--- config.mk ---
export PLATFORM = sky130hd
export DESIGN_NAME = fcde_exec
export DESIGN_NICKNAME = d
export VERILOG_FILES = /design/src/rtl/fcde_pkg.sv /design/src/rtl/fcde_alu.sv /design/src/rtl/fcde_exec.sv
export SDC_FILE = /design/constraint.sdc
export NUM_CORES = 1
export LEC_CHECK = 0
export BUFFER_PORTS_ARGS = -buffer_cell sky130_fd_sc_hd__buf_2
export CAP_MARGIN = 40
export CORE_UTILIZATION = 45
export CTS_CLUSTER_DIAMETER = 150
export DETAILED_ROUTE_END_ITERATION = 12
export HOLD_SLACK_MARGIN = 0.1
export PLACE_DENSITY = 0.8
export SLEW_MARGIN = 15
export SYNTH_ARGS = -nofsm -noshare
export SYNTH_HDL_FRONTEND = slang
export SYNTH_SLANG_ARGS = --single-unit
--- constraint.sdc ---
create_clock -name core_clk -period 3.31 [get_ports core_clk]
set_clock_uncertainty 0.1 [all_clocks]
set_input_delay 0.662 -clock core_clk [delete_from_list [all_inputs] [get_ports core_clk]]
set_output_delay 0.662 -clock core_clk [all_outputs]
set_load 0.02 [all_outputs]
--- src/rtl/fcde_pkg.sv ---
// Purpose: Shared constants for the file complement/decrement executor
// Assumes: 12-bit instruction words, 8-bit data, 5-bit file address
// Notes:   Opcode match values cover bits 11:6 of the instruction
package fcde_pkg;
  localparam int          INSN_W        = 12;
  localparam int          DATA_W        = 8;
  localparam int          ADDR_W        = 5;
  localparam int          OPC_MSB       = 11;
  localparam int          OPC_LSB       = 6;
  localparam int          DEST_BIT      = 5;
  localparam logic [5:0]  OPC_COMPLEMENT = 6'h09;
  localparam logic [5:0]  OPC_DECREMENT  = 6'h03;
  localparam logic [5:0]  OPC_DEC_SKIP   = 6'h0b;
  localparam logic        DEST_WORK     = 1'h0;
  localparam logic [7:0]  WORK_RESET    = 8'h00;
  localparam logic        ZERO_RESET    = 1'h0;

  typedef enum logic [2:0]
  {
    FCDE_NONE  = 3'h1,
    FCDE_EXEC  = 3'h2,
    FCDE_FLUSH = 3'h4
  } fcde_state_t;
endpackage

--- src/rtl/fcde_alu.sv ---
// Purpose: Combinational result path for complement and decrement
// Assumes: Operand is the addressed file register value
// Notes:   Zero detect is shared by the flag update and the skip test
`timescale 1ns/1ps
module fcde_alu
  import fcde_pkg::*;
(
  input  wire logic [7:0] operand,
  input  wire logic       doComplement,
  output logic      [7:0] result,
  output logic            resultZero
);
  always_comb
  begin
    if (doComplement)
      result = ~operand;
    else
      result = operand - 8'h01;
    resultZero = (result == 8'h00);
  end
endmodule

--- src/rtl/fcde_exec.sv ---
// Purpose: Decode and execute complement, decrement, decrement-skip-zero
// Assumes: insnValid marks one fetched word per instruction cycle
// Notes:   Fetch stage must drop the prefetched word when flushReg is high
// Notes on behaviour
// - Pattern 0010 01df ffff complements, routes by d, updates zero
// - Destination bit 0 writes working register, 1 writes file register
// - Pattern 0000 11df ffff decrements, routes by d, updates zero
// - Pattern 0010 11df ffff decrements, routes by d, flags untouched
// - Decrement-skip with zero result discards the prefetched word
// - Zero skip runs a no-op cycle, two cycles; nonzero takes one
`timescale 1ns/1ps
module fcde_exec
  import fcde_pkg::*;
(
  input  wire logic        core_clk,
  input  wire logic        srst,
  input  wire logic        insnValid,
  input  wire logic [11:0] insnWord,
  input  wire logic [7:0]  fileRdData,
  output logic      [4:0]  fileRdAddr,
  output logic      [4:0]  fileWrAddr_reg,
  output logic      [7:0]  fileWrData_reg,
  output logic             fileWrEn_reg,
  output logic      [7:0]  workReg_reg,
  output logic             zeroFlag_reg,
  output logic             flushReg,
  output logic             busyNop_reg
);
  logic [5:0]   opcode;
  logic         isComp;
  logic         isDec;
  logic         isSkip;
  logic         accept;
  logic [7:0]   aluResult;
  logic         aluZero;
  fcde_state_t  state_reg;
  fcde_state_t  state_next;
  logic [4:0]   fileWrAddr_next;
  logic [7:0]   fileWrData_next;
  logic         fileWrEn_next;
  logic [7:0]   workReg_next;
  logic         zeroFlag_next;
  logic         flush_reg;
  logic         flush_next;
  logic         busyNop_next;
  logic         handled;
  logic         fwdHit;
  logic [7:0]   operand;

  // One place decides which opcodes this block owns
  function automatic logic fcdeHandled
  (
    input logic [5:0] op
  );
    return (op == OPC_COMPLEMENT) || (op == OPC_DECREMENT) ||
           (op == OPC_DEC_SKIP);
  endfunction

  function automatic logic [4:0] fileAddrOf
  (
    input logic [11:0] word
  );
    return word[ADDR_W-1:0];
  endfunction

  assign opcode     = insnWord[OPC_MSB:OPC_LSB];
  assign isComp     = (opcode == OPC_COMPLEMENT);
  assign isDec      = (opcode == OPC_DECREMENT);
  assign isSkip     = (opcode == OPC_DEC_SKIP);
  assign handled    = fcdeHandled(opcode);
  // The word after a taken skip is never decoded, even if presented
  assign accept     = insnValid && (state_reg != FCDE_FLUSH);
  assign fileRdAddr = fileAddrOf(insnWord);
  assign flushReg   = flush_reg;

  // The file write lands one edge after our strobe, so the next word on
  // the same address would read the old value; forwarding the pending
  // write keeps back-to-back words on one register correct
  assign fwdHit     = fileWrEn_reg && (fileWrAddr_reg == fileRdAddr);
  assign operand    = fwdHit ? fileWrData_reg : fileRdData;

  fcde_alu uAlu
  (
    .operand      (operand),
    .doComplement (isComp),
    .result       (aluResult),
    .resultZero   (aluZero)
  );

  always_comb
  begin
    state_next      = FCDE_NONE;
    fileWrAddr_next = fileWrAddr_reg;
    fileWrData_next = fileWrData_reg;
    fileWrEn_next   = 1'b0;
    workReg_next    = workReg_reg;
    zeroFlag_next   = zeroFlag_reg;
    flush_next      = 1'b0;
    busyNop_next    = 1'b0;
    case (state_reg)
      FCDE_NONE, FCDE_EXEC:
      begin
        if (accept && handled)
        begin
          state_next = FCDE_EXEC;
          if (insnWord[DEST_BIT] == DEST_WORK)
            workReg_next = aluResult;
          else
          begin
            fileWrEn_next   = 1'b1;
            fileWrAddr_next = fileAddrOf(insnWord);
            fileWrData_next = aluResult;
          end
          // Skip form leaves status alone
          if (!isSkip)
            zeroFlag_next = aluZero;
          if (isSkip && aluZero)
          begin
            state_next   = FCDE_FLUSH;
            flush_next   = 1'b1;
            busyNop_next = 1'b1;
          end
        end
      end
      FCDE_FLUSH:
        state_next = FCDE_NONE;
      default:
        state_next = FCDE_NONE;
    endcase
  end

  always_ff @(posedge core_clk)
  begin
    if (srst)
    begin
      state_reg      <= FCDE_NONE;
      fileWrAddr_reg <= 5'h00;
      fileWrData_reg <= 8'h00;
      fileWrEn_reg   <= 1'b0;
      workReg_reg    <= WORK_RESET;
      zeroFlag_reg   <= ZERO_RESET;
      flush_reg      <= 1'b0;
      busyNop_reg    <= 1'b0;
    end
    else
    begin
      state_reg      <= state_next;
      fileWrAddr_reg <= fileWrAddr_next;
      fileWrData_reg <= fileWrData_next;
      fileWrEn_reg   <= fileWrEn_next;
      workReg_reg    <= workReg_next;
      zeroFlag_reg   <= zeroFlag_next;
      flush_reg      <= flush_next;
      busyNop_reg    <= busyNop_next;
    end
  end

  AST_COMP_RESULT: assert property (@(posedge core_clk)
    disable iff (srst)
    accept && isComp && insnWord[DEST_BIT] |=>
      fileWrEn_reg && fileWrData_reg == ~$past(operand))
    else $error("complement result wrong");
  AST_COMP_WORK: assert property (@(posedge core_clk)
    disable iff (srst)
    accept && isComp && !insnWord[DEST_BIT] |=>
      workReg_reg == ~$past(operand))
    else $error("complement to working register wrong");
  AST_DEST_WORK: assert property (@(posedge core_clk)
    disable iff (srst)
    accept && (isComp || isDec) && !insnWord[DEST_BIT] |=>
      !fileWrEn_reg && workReg_reg == $past(aluResult))
    else $error("working register destination wrong");
  AST_DEST_FILE: assert property (@(posedge core_clk)
    disable iff (srst)
    accept && handled && insnWord[DEST_BIT] |=> fileWrEn_reg &&
      fileWrAddr_reg == $past(fileRdAddr) && $stable(workReg_reg))
    else $error("file register destination wrong");
  AST_DEC_RESULT: assert property (@(posedge core_clk)
    disable iff (srst)
    accept && isDec && insnWord[DEST_BIT] |=>
      fileWrData_reg == $past(operand) - 8'h01)
    else $error("decrement result wrong");
  AST_DEC_ONE_CYCLE: assert property (@(posedge core_clk)
    disable iff (srst)
    accept && isDec |=>
      !flushReg && !busyNop_reg)
    else $error("decrement took more than one cycle");
  AST_SKIP_FLAGS: assert property (@(posedge core_clk)
    disable iff (srst)
    accept && isSkip |=>
      $stable(zeroFlag_reg))
    else $error("skip form changed zero flag");
  AST_SKIP_RESULT: assert property (@(posedge core_clk)
    disable iff (srst)
    accept && isSkip && !insnWord[DEST_BIT] |=>
      workReg_reg == $past(operand) - 8'h01)
    else $error("skip form result wrong");
  AST_SKIP_FLUSH: assert property (@(posedge core_clk)
    disable iff (srst)
    accept && isSkip && operand == 8'h01 |=>
      flushReg ##1 !flushReg && !fileWrEn_reg)
    else $error("zero skip did not flush one word");
  AST_FLUSH_IGNORES: assert property (@(posedge core_clk)
    disable iff (srst)
    flushReg |=>
      !fileWrEn_reg && $stable(workReg_reg))
    else $error("discarded word had an effect");
  AST_NO_SKIP: assert property (@(posedge core_clk)
    disable iff (srst)
    accept && isSkip && operand != 8'h01 |=>
      !busyNop_reg)
    else $error("nonzero skip took two cycles");
  AST_NOP_ONE_CYCLE: assert property (@(posedge core_clk)
    disable iff (srst)
    busyNop_reg |=>
      !busyNop_reg)
    else $error("no-op cycle lasted more than one cycle");
  AST_ZERO_FLAG: assert property (@(posedge core_clk)
    disable iff (srst)
    accept && (isComp || isDec) |=>
      zeroFlag_reg == ($past(aluResult) == 8'h00))
    else $error("zero flag mismatch");

  COV_SKIP_TAKEN: cover property (@(posedge core_clk) disable iff (srst)
    accept && isSkip && aluZero ##1 flushReg);
  COV_COMP_FILE: cover property (@(posedge core_clk) disable iff (srst)
    accept && isComp && insnWord[DEST_BIT]);
  COV_DEC_ZERO: cover property (@(posedge core_clk) disable iff (srst)
    accept && isDec && aluZero);
  COV_FORWARD: cover property (@(posedge core_clk) disable iff (srst)
    accept && handled && fwdHit);
endmodule

==> results.txt <==
Status: complete, no violations
GPL Wtd Cong: 0.837
Sequential element share of the synthesized area: 32.6%
GRT Resource Usage Total: 19.0%
Final net count: 254
Die height: 61.5 um
CTS HTree Levels: 1
N_diodes: 0
Filler cell count in the final layout: 345
Hold Slack: 390 ps
Flop pwr share: 55.2%
Vias/cell: 5.26
EDFF count, synth: 0
Syn Area/Cell: 8.86 sq um
Clk sink count: 26
Fraction of layout instances using a drive strength above 1: 33.2%
Switching power: 0.150 mW
Detailed Route Iter0 Violations: 55
Number of synthesized register bits: 26
Met2 GRT Util: 33.5%
Critical path fanouts, max: 5
Part of the cycle the worst path needs: 91.4%
Peak supply drop: 0.222 mV
Final worst slack: 286 ps
Fmax: 331 MHz
CTS resizes: 0
Crit start category: input pin
CP Capture Type: flip-flop
Synth warn: 0
Worst slack, placed: -44.1 ps
Core area: 3360 sq um
Port Buffers: 52
PwrDens: 304 nW/um^2
R2R cell count: 13
FFs w/ async S/R, synth: 0%
Ys flop type: dfxtp_1
GRT overflow: 0
FF-to-FF Start: fileWrAddr_reg[0]
CTS Root Cell: clkbuf_4
GR Util met3: 3.15%
Area delta synth->final: 18.6%
Max-Cap Viols: 0
# IOs: 53
Row cnt: 21
Internal power: 0.425 mW
Number of global-route vias before repair: 1183
WS Path Type: input pin to flip-flop
Fin. max-slew vios: 0
Largest net degree at the start of global routing: 26
WHS Path Cells: 2
Hold Vio Cnt, Final: 0
Worst Setup SP: insnWord[0]
Clock slew at reported path FFs: 130 ps
Starting Density: 47.4%
Clock power share: 27.4%
Syn Inst Count: 180
Drt wl/cell: 12.4 um
Static Leak: 0.809 nW
CTS tree: built
Mapped cell area: 1600 sq um
DR vias: 1446
Hpwl dp: 2700 um
Setup-failing EPs final: 0
Detailed-route DRC error count: 0
# hold bufs at CTS: 0
Chip width: 61.5 um
Critical Path AT: 3150 ps
First-pass GRT wire length: 5370 um
Clock Tree Buf Depth: 2
Post-Route WL: 3420 um
Yosys cell types: 49
Commonest non-fill, non-tap cell in the layout: buf_2
CTS Buf Count: 3
Sw Ratio: 26.1%
Worst skew pair latency: 320 ps
Logic pwr share: 17.5%
Most crowded layer after global routing: met2
Routed Antenna Nets: 0
Hold Crit Class: flip-flop to flip-flop
Setup TNS: 0 ps
M1 GR Usage: 23.9%
Minimum clock period: 3020 ps
Post-Syn Nets: 204
Slew margin rel.: 62.9%
Postcts setup bufs: 0
Initial antenna violation count: 0
Worst slew pin tran: 555 ps
Die ar.: 3790 sq um
Hold_sp: fileWrAddr_reg[1]
RSZ-0062 raised after global routing: no
Most frequent cells in the layout: 52 x buf_2, 27 x nor2_1, 26 x dfxtp_1
Drt pass-1 iters: 4
CP required: 3440 ps
power by group through the flow:
stage	sequential, mW	clock (mW)	combinational [mW]
after floorplan	0.326	0	0.0607
after global placement	0.324	0	0.0988
after detailed placement	0.324	0	0.101
after CTS	0.317	0.160	0.101
after global routing	0.318	0.171	0.111
final	0.317	0.157	0.101
path summary, 6_finish.rpt:
path | endpoint | slack, ps
hold reg to reg | fileWrAddr_reg[1] | 390
setup reg to reg | state_reg[1] | 370
hold / removal | fileWrAddr_reg[1] | 390
setup / recovery | state_reg[1] | 290
stage by stage:
stage / instance area [sq um] / std cells / total power [mW] / util, %
after global routing: 1890 / 275 / 0.599 / 56.3
after detailed placement: 1860 / 271 / 0.425 / 55.2
final: 1890 / 275 / 0.575 / 56.3
after floorplan: 1600 / 180 / 0.387 / -
after global placement: 1860 / 271 / 0.423 / 55.2
after CTS: 1890 / 275 / 0.578 / 56.3
layer usage:
layer  vias to the layer above  part of all wire, %
met5                         -                    0
met4                         0                  1.1
met3                         4                  4.3
met2                        41                   50
met1                       666                   45
li1                        735                    -
cell type report:
class / count / area [sq um] / area share, %
sequential: 26 / 520 / 27.5
inverter: 4 / 15.0 / 0.794
timing repair buffer: 60 / 320 / 16.9
multi-input combinational: 135 / 942 / 49.8
tap: 46 / 57.6 / 3.04
clock buffer: 4 / 36.3 / 1.92
Yosys cell counts (all sizes together), types with 2 or more instances:
master / n / area, sq um
nor2: 28 / 108
nor4b: 2 / 38.8
or3: 2 / 12.5
nor3: 3 / 26.3
nor4: 2 / 12.5
xor2: 7 / 61.3
nand2: 13 / 48.8
mux2i: 9 / 93.8
xnor2: 12 / 105
nand3: 3 / 15.0
clkbuf: 3 / 11.3
buf: 12 / 106
nand2b: 2 / 12.5
and2: 2 / 12.5
and3: 2 / 13.8
o211ai: 2 / 20.0
inv: 4 / 15.0
a211oi: 10 / 75.1
a21oi: 16 / 95.1
dfxtp: 26 / 521
a22oi: 2 / 15.0
kinds of logic after synthesis:
family                     Yosys count  synth area share, %
AOI/OAI and AO/OA                   40                 19.5
xor gates and xnor gates            19                 10.4
adders and majority gates            1                0.784
buffers and inverters               19                 8.31
DFF                                 26                 32.6
muxes                               10                 6.59
and+or+nand+nor                     65                 21.7
worst max-delay path, stage by stage:
cell and delay, ps:
buf_2 120, xor2_1 130, nor4_1 250, and3_2 280
mux2i_1 260, ha_1 210, buf_4 140, inv_1 40
o2bb2a_2 240, xnor2_1 120, mux2i_1 210, o211a_1 220
nand4_1 100, o21ba_1 180
Note: power is estimated with default switching activity, not from simulation.
